$ cat src/shared/pgs_pkg.sv
// constants and types shared by the power-good supervisor
package pgs_pkg;
	localparam int SENSE_W = 12;
	localparam int PCT_FULL = 100;
	localparam logic [1:0] LEVEL_RESET = 2'h2;
	localparam logic MODE_RESET = 1'h1;
	localparam logic MODE_THRESHOLD = 1'h1;
	localparam logic MODE_RAMP = 1'h0;
	localparam logic [6:0] PCT_L0 = 7'h50;
	localparam logic [6:0] PCT_L1 = 7'h55;
	localparam logic [6:0] PCT_L2 = 7'h5A;
	localparam logic [6:0] PCT_L3 = 7'h5F;
	localparam logic [6:0] HYST_PCT = 7'h05;
	localparam logic [6:0] RAMP_NEAR_PCT = 7'h02;
	localparam int SYNC_BITS = 7;
	typedef enum logic [3:0] {
		PGS_OFF = 4'h1,
		PGS_START = 4'h2,
		PGS_GOOD = 4'h4,
		PGS_LOW = 4'h8
	} pgs_state_t;
endpackage

$ cat src/logic/pgs_sync.sv
// two-flop synchroniser bank for the comparator, enable, bias and fault levels
`timescale 1ns/100ps
module pgs_sync #(
	parameter int WIDTH = 7
) (
	input wire logic core_clk,
	input wire logic reset,
	input wire logic [WIDTH-1:0] async_in,
	output logic [WIDTH-1:0] sync_out
);
	genvar i;
	// first stage feeds only the second stage
	generate
		for (i = 0; i < WIDTH; i++)
		begin : g_bit
			logic meta_r;
			always_ff @(posedge core_clk or posedge reset)
			begin
				if (reset)
				begin
					meta_r <= 1'b0;
					sync_out[i] <= 1'b0;
				end
				else
				begin
					meta_r <= async_in[i];
					sync_out[i] <= meta_r;
				end
			end
		end
	endgenerate
endmodule

$ cat src/logic/pgs_top.sv
// power-good supervisor: thresholds, start-up modes and open-drain output
`timescale 1ns/100ps
// Function
// the lower threshold sits 5% below the selected upper threshold percentage of target.
// power good releases high when the sense voltage passes the upper threshold.
// power good drives low when the sense voltage drops under the lower threshold.
// in mode 1, the default, start-up and regulation use the same assertion behaviour.
// power good needs enable and bias ok, no fault, and sense above threshold.
// in mode 0, behaviour after start-up equals mode 1.
// in mode 0 start-up asserts once the soft-start ramp is within 2% of target.
// in mode 0 with a pre-biased output, power good waits for the first high-side gate pulse.
// the output stays driven low even when the bias supply is low.
// level select 0,1,2,3 means 80,85,90,95 percent, 2 after reset.
// mode select 1 is threshold based and reset default, 0 is ramp based.
// an over-current fault pulls power good and soft-start low.
// comparator, supply and fault levels are synchronised before use.
module pgs_top #(
	parameter int SENSE_W = pgs_pkg::SENSE_W
) (
	input wire logic core_clk,
	input wire logic reset,
	input wire logic [SENSE_W-1:0] output_sense_voltage,
	input wire logic [SENSE_W-1:0] target_voltage,
	input wire logic [SENSE_W-1:0] soft_start_ramp,
	input wire logic [1:0] good_level_select,
	input wire logic good_mode_select,
	input wire logic enable_ok,
	input wire logic bias_ok,
	input wire logic fault_overcurrent,
	input wire logic fault_overvoltage,
	input wire logic fault_overtemp,
	input wire logic pre_biased,
	input wire logic high_side_gate,
	output logic power_good_out_o,
	output logic power_good_out_oe,
	output logic soft_start_hold_n
);
	import pgs_pkg::*;

	// a sense code times a percentage up to 100 needs seven more bits
	localparam int PROD_W = SENSE_W + 7;

	// threshold arithmetic, all combinational
	logic [6:0] upper_pct;
	logic [6:0] lower_pct;
	logic [PROD_W-1:0] sense_scaled;
	logic [PROD_W-1:0] upper_lim;
	logic [PROD_W-1:0] lower_lim;
	logic [PROD_W-1:0] ramp_scaled;
	logic [PROD_W-1:0] ramp_lim;
	logic above_upper;
	logic below_lower;
	logic ramp_near;

	// decision levels before and after the synchroniser
	logic [SYNC_BITS-1:0] raw_lv;
	logic [SYNC_BITS-1:0] syn_lv;
	logic s_above;
	logic s_below;
	logic s_ramp;
	logic s_en;
	logic s_bias;
	logic s_fault;
	logic s_oc;

	// registered settings and sequence state
	logic [1:0] level_r;
	logic mode_r;
	logic gate_seen_r;
	pgs_state_t state_r;
	pgs_state_t state_nxt;
	logic good_nxt;

	// map level select to percent of target
	always_comb
	begin
		case (level_r)
			2'h0: upper_pct = PCT_L0;
			2'h1: upper_pct = PCT_L1;
			2'h2: upper_pct = PCT_L2;
			2'h3: upper_pct = PCT_L3;
			default: upper_pct = PCT_L2;
		endcase
	end

	// compare in percent units: sense*100 against target*pct avoids a divider
	assign lower_pct = upper_pct - HYST_PCT;
	assign sense_scaled = PROD_W'(output_sense_voltage) * PROD_W'(PCT_FULL);
	assign upper_lim = PROD_W'(target_voltage) * PROD_W'(upper_pct);
	assign lower_lim = PROD_W'(target_voltage) * PROD_W'(lower_pct);
	assign ramp_scaled = PROD_W'(soft_start_ramp) * PROD_W'(PCT_FULL);
	assign ramp_lim = PROD_W'(target_voltage) * PROD_W'(7'(PCT_FULL) - RAMP_NEAR_PCT);
	assign above_upper = sense_scaled > upper_lim;
	assign below_lower = sense_scaled < lower_lim;
	assign ramp_near = ramp_scaled >= ramp_lim;

	// comparator, enable, bias and fault levels cross a two-flop synchroniser; pre_biased and high_side_gate do not
	assign raw_lv = {above_upper, below_lower, ramp_near, enable_ok, bias_ok,
		fault_overvoltage | fault_overtemp | fault_overcurrent, fault_overcurrent};

	pgs_sync #(
		.WIDTH(SYNC_BITS)
	) u_sync (
		.core_clk(core_clk),
		.reset(reset),
		.async_in(raw_lv),
		.sync_out(syn_lv)
	);

	assign {s_above, s_below, s_ramp, s_en, s_bias, s_fault, s_oc} = syn_lv;

	// settings sampled every cycle; reset gives the documented defaults
	always_ff @(posedge core_clk or posedge reset)
	begin
		if (reset)
		begin
			level_r <= LEVEL_RESET;
			mode_r <= MODE_RESET;
		end
		else
		begin
			level_r <= good_level_select;
			mode_r <= good_mode_select;
		end
	end

	// remember the first high-side gate pulse of this start-up
	// a pulse while OFF is ignored: only gating of the current start-up counts
	always_ff @(posedge core_clk or posedge reset)
	begin
		if (reset)
			gate_seen_r <= 1'b0;
		else if (state_r == PGS_OFF)
			gate_seen_r <= 1'b0;
		else if (high_side_gate)
			gate_seen_r <= 1'b1;
	end

	// start-up / regulation sequence
	always_comb
	begin
		state_nxt = state_r;
		good_nxt = 1'b0;
		case (state_r)
			PGS_OFF:
			begin
				if (s_en && s_bias && !s_fault)
					state_nxt = PGS_START;
			end
			PGS_START:
			begin
				if (!(s_en && s_bias) || s_fault)
					state_nxt = PGS_OFF;
				else if (mode_r == MODE_THRESHOLD)
				begin
					if (s_above)
						state_nxt = PGS_GOOD;
				end
				else if (s_ramp && (!pre_biased || gate_seen_r || high_side_gate))
					state_nxt = PGS_GOOD;
			end
			PGS_GOOD:
			begin
				if (!(s_en && s_bias) || s_fault)
					state_nxt = PGS_OFF;
				else if (s_below)
					state_nxt = PGS_LOW;
				else
					good_nxt = 1'b1;
			end
			PGS_LOW:
			begin
				// regulation reached: both modes use the threshold here
				if (!(s_en && s_bias) || s_fault)
					state_nxt = PGS_OFF;
				else if (s_above)
				begin
					state_nxt = PGS_GOOD;
					good_nxt = 1'b1;
				end
			end
			// a corrupted code falls back to OFF, which keeps the line pulled low
			default: state_nxt = PGS_OFF;
		endcase
		// entering GOOD releases the line on the same edge the state moves
		if (state_nxt == PGS_GOOD && state_r != PGS_GOOD)
			good_nxt = 1'b1;
	end

	// sequence state; reset parks it in OFF with the line pulled low
	always_ff @(posedge core_clk or posedge reset)
	begin
		if (reset)
			state_r <= PGS_OFF;
		else
			state_r <= state_nxt;
	end

	// open drain: enable high pulls low; released means line pulled up outside
	// the data bit never leaves low, so the pin cannot fight an outside pull-up rail
	always_ff @(posedge core_clk or posedge reset)
	begin
		if (reset)
		begin
			power_good_out_o <= 1'b0;
			power_good_out_oe <= 1'b1;
		end
		else
		begin
			power_good_out_o <= 1'b0;
			power_good_out_oe <= !good_nxt;
		end
	end

	// over-current collapses the soft-start ramp too
	// the hold lifts three clock edges after the fault clears: two synchroniser stages and this flop
	always_ff @(posedge core_clk or posedge reset)
	begin
		if (reset)
			soft_start_hold_n <= 1'b0;
		else
			soft_start_hold_n <= !s_oc;
	end
endmodule

$ cat config.mk
export PLATFORM = sky130hd
export DESIGN_NAME = pgs_top
export DESIGN_NICKNAME = d
export VERILOG_FILES = /design/src/shared/pgs_pkg.sv /design/src/logic/pgs_sync.sv /design/src/logic/pgs_top.sv
export SDC_FILE = /design/constraint.sdc
export NUM_CORES = 1
export LEC_CHECK = 0
export BUFFER_PORTS_ARGS = -buffer_cell sky130_fd_sc_hd__buf_2
export CORE_MARGIN = 1.5
export CORE_UTILIZATION = 62
export CTS_CLUSTER_DIAMETER = 30
export DETAILED_ROUTE_END_ITERATION = 8
export PLACE_DENSITY_LB_ADDON = 0.3
export SYNTH_ARGS = -nofsm -noshare
export SYNTH_HDL_FRONTEND = slang
export SYNTH_SLANG_ARGS = --single-unit
export TNS_END_PERCENT = 30
$ cat constraint.sdc
create_clock -name core_clk -period 6.6 [get_ports core_clk]
set_input_delay 0.99 -clock core_clk [delete_from_list [all_inputs] [get_ports core_clk]]
set_output_delay 0.99 -clock core_clk [all_outputs]
set_load 0.02 [all_outputs]
# After elaboration in Yosys (flattened, before gate mapping)
# Cells that the tools add are included.
[op_classes]
reduce_logical = 14
multipliers = 5
n_bitwise = 2
n_mux = 18
n_addsub = 1
eq_ne = 9
n_lt_le_gt_ge = 3
shift = 0
div = 0
[ops]
columns = ["cell", "n"]
rows = [
  ["multiplier 12 x 7 -> 19 bit", 2],
  ["multiplier 12 x 5 -> 17 bit (second input constant)", 2],
  ["2-to-1 mux 4 bit", 8],
  ["case mux 7 bit (4 select lines)", 1],
  ["greater-or-equal comparator 19 bit", 1],
  ["> comparator 19 bit", 1],
  ["< comparator 19 bit", 1],
  ["multiplier 12 x 6 -> 18 bit (second input constant)", 1],
  ["case mux 4 bit (4 select lines)", 1],
  ["equality test 4 x 3 -> 1 bit (second input constant)", 2],
  ["2-to-1 mux 1 bit", 7],
  ["subtractor 7 x 3 -> 7 bit (second input constant)", 1],
  ["zero test 1 bit", 5],
  ["equality test 2 bit (second input constant)", 2],
  ["equality test 4 x 1 -> 1 bit (second input constant)", 1],
  ["equality test 4 x 2 -> 1 bit (second input constant)", 1],
  ["equality test 4 bit (second input constant)", 1],
  ["logical AND 1 bit", 4],
  ["inequality test 4 x 3 -> 1 bit (second input constant)", 1],
  ["logical OR 1 bit", 3],
  ["equality test 2 x 1 -> 1 bit (second input constant)", 1],
  ["zero test 2 bit", 1],
  ["bitwise OR 1 bit", 2],
  ["case mux 1 bit (2 select lines)", 1],
  ["nonzero test 2 bit", 1],
]
[totals]
elab_cells = 72
memories = 0
rom_bits = 0
input_bits = 48
out_inout_bits = 3
reg_bits = 24
ramBits = 0
latchBits = 0

# Longest topological paths before layout
[logic_depth]
word_depth = 12
mapped_depth = 27
mapped_depth_nobuf = 24

# By module
# A second synthesis with hierarchy kept.
[unflattened]
hier_cells = 1151
hier_area_um2 = 9924.5
[modules_own_cells]
columns = ["module", "instances", "area_each_um2", "cells_each", "seq_area_each_um2"]
rows = [
  ["pgs_top", 1, 9570.4, 1136, 255.2],
  ["pgs_sync", 1, 354.1, 15, 350.3],
]

# Worst setup path before layout
# Ideal clock, no wire load.
[synth_timing]
path_type = "register -> register"
startpoint = "reg level_r[0]"
endpoint = "reg u_sync.g_bit[6].meta_r"
t_arrival_ns = 5.876
setup_time_ns = 0.136
stages_incl_launch_ff = 27
synth_period_minus_slack_ns = 6.013
n_path_buf = 2
setup_slack_ns = 0.587
required_ns = 6.464
cell_sequence = "dfrtp_1 inv_1 clkbuf_1 ha_1 or2_2 clkbuf_1 and2_1 inv_1 fa_1 inv_1 ha_1 fa_1 inv_1 fa_1 inv_1 ha_1 and3_4 a221oi_4 o2bb2ai_2 or4b_1 o311a_1 ha_1 a21oi_1 o21a_1 nor2_1 a211oi_1 a22oi_1"
[synth_via]
elab_chain_len = 4
elab_cells_between_ends = 7
classes_between = "mul: 1; order compare: 1; eq/ne: 3; mux: 1; reduce/logical: 1"
[synth_rtl]
columns = ["item", "line", "text"]
rows = [
  ["from (decl)", "pgs_top.sv:67", "logic [1:0] level_r;"],
  ["from (signal assigned)", "pgs_top.sv:122", "level_r <= good_level_select;"],
  ["equality test 2 bit, or another cell as far along", "pgs_top.sv:77", "case (level_r)"],
  ["case mux 7 bit (4 select lines) (*)", "pgs_top.sv:77", ""],
  ["multiplier 12 x 7 -> 19 bit (*)", "pgs_top.sv:89", "assign upper_lim = PROD_W'(target_voltage) * PROD_W'(upper_pct);"],
  ["> comparator 19 bit (*)", "pgs_top.sv:93", "assign above_upper = sense_scaled > upper_lim;"],
  ["via above_upper", "pgs_top.sv:51", "logic above_upper;"],
  ["to (signal assigned)", "pgs_sync.sv:26", "meta_r <= async_in[i];"],
  ["to (decl)", "pgs_sync.sv:16", "logic meta_r;"],
]
# The timed path passes the listed nets; every way through them passes the cells marked *. The select of a mux whose other input is x is not followed.
# A chain may end at the register's enable or synchronous reset.

# Worst setup path after layout
[layout_timing]
startpoint = "reg level_r[1]"
endpoint = "reg u_sync.g_bit[5].meta_r"
[layout_via]
elab_chain_len = 5
elab_cells_between_ends = 8
classes_between = "add/sub: 1; mul: 1; order compare: 1; eq/ne: 3; mux: 1; reduce/logical: 1"
[layout_rtl]
columns = ["item", "line", "text"]
rows = [
  ["equality test 2 bit, or another cell as far along", "pgs_top.sv:77", ""],
  ["case mux 7 bit (4 select lines) (*)", "pgs_top.sv:77", ""],
  ["subtractor 7 x 3 -> 7 bit (*)", "pgs_top.sv:87", "assign lower_pct = upper_pct - HYST_PCT;"],
  ["multiplier 12 x 7 -> 19 bit (*)", "pgs_top.sv:90", "assign lower_lim = PROD_W'(target_voltage) * PROD_W'(lower_pct);"],
  ["< comparator 19 bit (*)", "pgs_top.sv:94", "assign below_lower = sense_scaled < lower_lim;"],
  ["via below_lower", "pgs_top.sv:52", "logic below_lower;"],
  ["to (signal assigned)", "pgs_sync.sv:26", ""],
  ["to (decl)", "pgs_sync.sv:16", ""],
]
# Marks and branches as above.

==> run summary <==
Clk_skew = 0.0124 ns
Synth warn = 0
Largest net degree at the start of global routing = 25
WS Path Type = reg -> reg
Asr flop ratio synth = 100%
Hold WC Path Type = reg -> reg
Max-slew violation count = 0
Post-route DRC = 0
Final hold violations = 0
Initial core utilization = 63.9%
Post-Syn Instances = 1204
Die Width = 131 um
Gr ovfl total = 0
Status = finished, final reports clean
Height of the chip = 131 um
Ant. Diodes = 0
Peak supply drop = 0.281 mV
DR vias/cell = 5.76
CTS Hold Bufs = 0
Synth Cell Area = 0.0102 mm^2
Prevailing post-synth register cell = dfrtp_1
Routed WL = 22.8 mm
CP delay by family, top = adder cells
Maxcap violations = 0
HPWL Detailed = 19.9 mm
Slowest CP cell = dfstp_2
Relative slew margins = 34.7%
GP Congestion = 0.899
All-Layer GR Usage = 27.5%
CTS sink cnt = 24
Die area = 0.0173 mm^2
Tcrit/Tclk final = 94.7%
Worst setup EP type = flip-flop
Internal = 1.61 mW
Slew @ Worst Pin = 0.978 ns
P per Cell Area = 319 mW/mm^2
H-tree Lvls = 1
Sw Share = 53.5%
Setup Total Neg Slack = 0 ns
Root buf cell = clkbuf_16
Synthesized flop and latch total = 24
P_sw = 1.85 mW
CTS tree = yes
RSZ-0062 raised after global routing = false
Max clock buf depth = 2
Port-buffer cells = 49
Syn nets = 1615
Crit Path Max Fanout = 10
Critical path data required time = 6.80 ns
Std-Cell Rows = 46
Netlist cell types = 66
First-pass GRT wire length = 39.4 mm
Post-Syn Area per Cell = 8.49 um^2
Post-synthesis sequential area ratio = 5.93%
Post-Place Cells = 1459
Antenna-violating nets left = 0
Initial antenna violation count = 0
Cell Chain, Critical Path = inv_1, ha_1, nor2_1, fa_1, inv_1, fa_1, inv_1, fa_1, inv_1, fa_1, inv_1, ha_1, or3_1, or3_1, and3_1, o311ai_1, ha_1, a21o_1, a211oi_1, o21ai_0, a21oi_1
F_max = 160 MHz
Ports = 51
Bufs and invs on worst path = 5
Post-layout nets = 1659
Leakage Power = 6.03 nW
CP most frequent cell = inv_1
Final instance area = 0.0108 mm^2
Via count = 8429
CP startpoint kind = flip-flop
Clock latency on the worst-skew pair = 0.27 ns
CTS clk-pin slew, worst paths = 0.07 ns
Fillers = 1340
Finish-stage setup viols = 0
Pre-antenna DRT Iters = 6
Crit path arrival time = 6.45 ns
Critical path's largest stage delay = 0.61 ns
Layout cells sized above 1 = 6.09%
Initial DRC Count = 553
Power share of the combinational group = 89.5%
Area Growth Syn to Fin = 5.90%
Core box area = 0.0160 mm^2
EDFF count, synth = 0
Non-filler cells, final = 1463
Wirelength per Cell = 15.6 um
Clock share of power = 5.1%
Crit path time final = 6.25 ns
Num CTS Buffers = 3
Part of the power in registers = 5.4%
Placed Area = 0.0107 mm^2
Vias in the first global route = 8471
## cells in the final DEF (no fill, tap or decap), types with 4 or more instances in the layout
master     count
o21ai_0       33
a311oi_1       7
nand3_1       14
dfrtp_1       20
buf_4          9
nand2_1       55
nor2b_1       29
ha_1         266
o2111ai_1     10
xnor2_1       25
nor4_1         4
buf_2         49
and3_1         9
dfstp_2        4
o41ai_1        7
and4_1         6
o21a_1        13
o211a_1        4
a21o_1        27
nand4_1        5
and2_1        16
nand2b_1       7
or3_1          7
a2111oi_0      4
nor3_1        26
nor2_1        77
xor2_1        19
o31ai_1        6
fa_1          97
a31oi_1       13
a211oi_1       8
a21oi_1       63
inv_1        253
nand3b_1       7
## Yosys cell counts, types with 3 or more instances
library cell,number,area [um^2]
a21oi_1,63,315
a311oi_1,7,61.3
a21o_1,27,203
nand3_1,14,70.1
nand3b_1,7,52.6
nor4_1,4,25.0
o211a_1,4,40.0
xor2_1,19,166
or2_2,3,18.8
nand2b_1,7,43.8
nand4_1,5,31.3
o2111ai_1,10,87.6
a2111oi_0,4,35.0
a31oi_1,13,81.3
and3_1,9,56.3
nor2_1,78,293
ha_1,266,3330
inv_1,253,950
o31ai_1,6,45.0
a211oi_1,8,60.1
or3_1,7,43.8
clkbuf_1,15,56.3
o21ai_0,33,165
xnor2_1,25,219
o21a_1,13,97.6
nand2_1,55,206
and4_1,6,52.6
o41ai_1,7,61.3
dfrtp_1,20,500
o21bai_1,3,22.5
a31o_2,3,26.3
fa_1,97,1940
dfstp_2,4,105
nor2b_1,29,181
and2_1,16,100
nor3_1,26,130
## layer usage
layer	part of all wire, %	global-route usage (%)	vias to the layer above
met4	1.5	5.12	0
met5	0	0	-
li1	-	-	4187
met3	4.8	3.70	28
met1	47	37.6	4042
met2	47	46.9	172
## final timing paths
check                                       start                endpoint  slack, ns  cells after the start
hold reg to reg            u_sync.g_bit[6].meta_r      u_sync.sync_out[6]       0.35                      0
setup reg to reg                       level_r[1]  u_sync.g_bit[5].meta_r       0.35                     21
setup / recovery                       level_r[1]  u_sync.g_bit[5].meta_r       0.35                     21
max in group asynchronous                   reset      u_sync.sync_out[5]       5.05                      2
hold / removal             u_sync.g_bit[6].meta_r      u_sync.sync_out[6]       0.35                      0
min in group asynchronous                   reset  u_sync.g_bit[2].meta_r       0.94                      2
## per-stage QoR
stage	hold WS, ns	setup slack, ns	util, %	power, mW
after floorplan	0.331	0.587	-	2.55
after global placement	0.332	0.264	67.0	3.15
after detailed placement	0.338	0.271	67.0	3.22
after CTS	0.355	0.401	67.6	3.43
after global routing	0.365	0.0114	67.6	3.90
final	0.355	0.349	67.6	3.45
## kinds of logic after synthesis
kind of cell | Yosys count | synth area share (%)
flops | 24 | 5.93
compound gates | 226 | 15.0
mux | 1 | 0.0979
simple gates | 273 | 13.4
xor+xnor | 44 | 3.77
other cells | 1 | 0.0367
buf+inv | 272 | 10.1
fa+ha+maj | 363 | 51.6
## flip-flops by register name, indices dropped and copies added (netlist names)
name / flops
gate_seen_r: 1
level_r: 2
mode_r: 1
power_good_out_oe: 1
soft_start_hold_n: 1
state_r: 4
u_sync.g_bit.meta_r: 7
u_sync.sync_out: 7
## power groups by stage
stage / combinational (mW) / clock, mW / sequential (mW)
2_1_floorplan: 2.37 / 0 / 0.180
3_5_place_dp: 3.04 / 0 / 0.187
4_1_cts: 3.07 / 0.180 / 0.185
5_1_grt: 3.52 / 0.186 / 0.189
3_3_place_gp: 2.96 / 0 / 0.187
6_report: 3.09 / 0.178 / 0.185
## cell type report
type | instances | area (um^2) | area share [%]
multi-input combinational | 908 | 8580 | 79.3
tap | 216 | 270 | 2.50
sequential | 24 | 606 | 5.60
clock inverter | 1 | 30.0 | 0.277
timing repair buffer | 58 | 313 | 2.89
clock buffer | 3 | 75.1 | 0.694
inverter | 253 | 950 | 8.77
## repair_timing
item | in CTS | in global routing
resized for setup | 0 | 1
setup endpoints to repair | 0 | 1
setup buffers | 0 | 0
endpoints found under the hold margin | 0 | 0
Note: power is estimated with default switching activity, not from simulation.
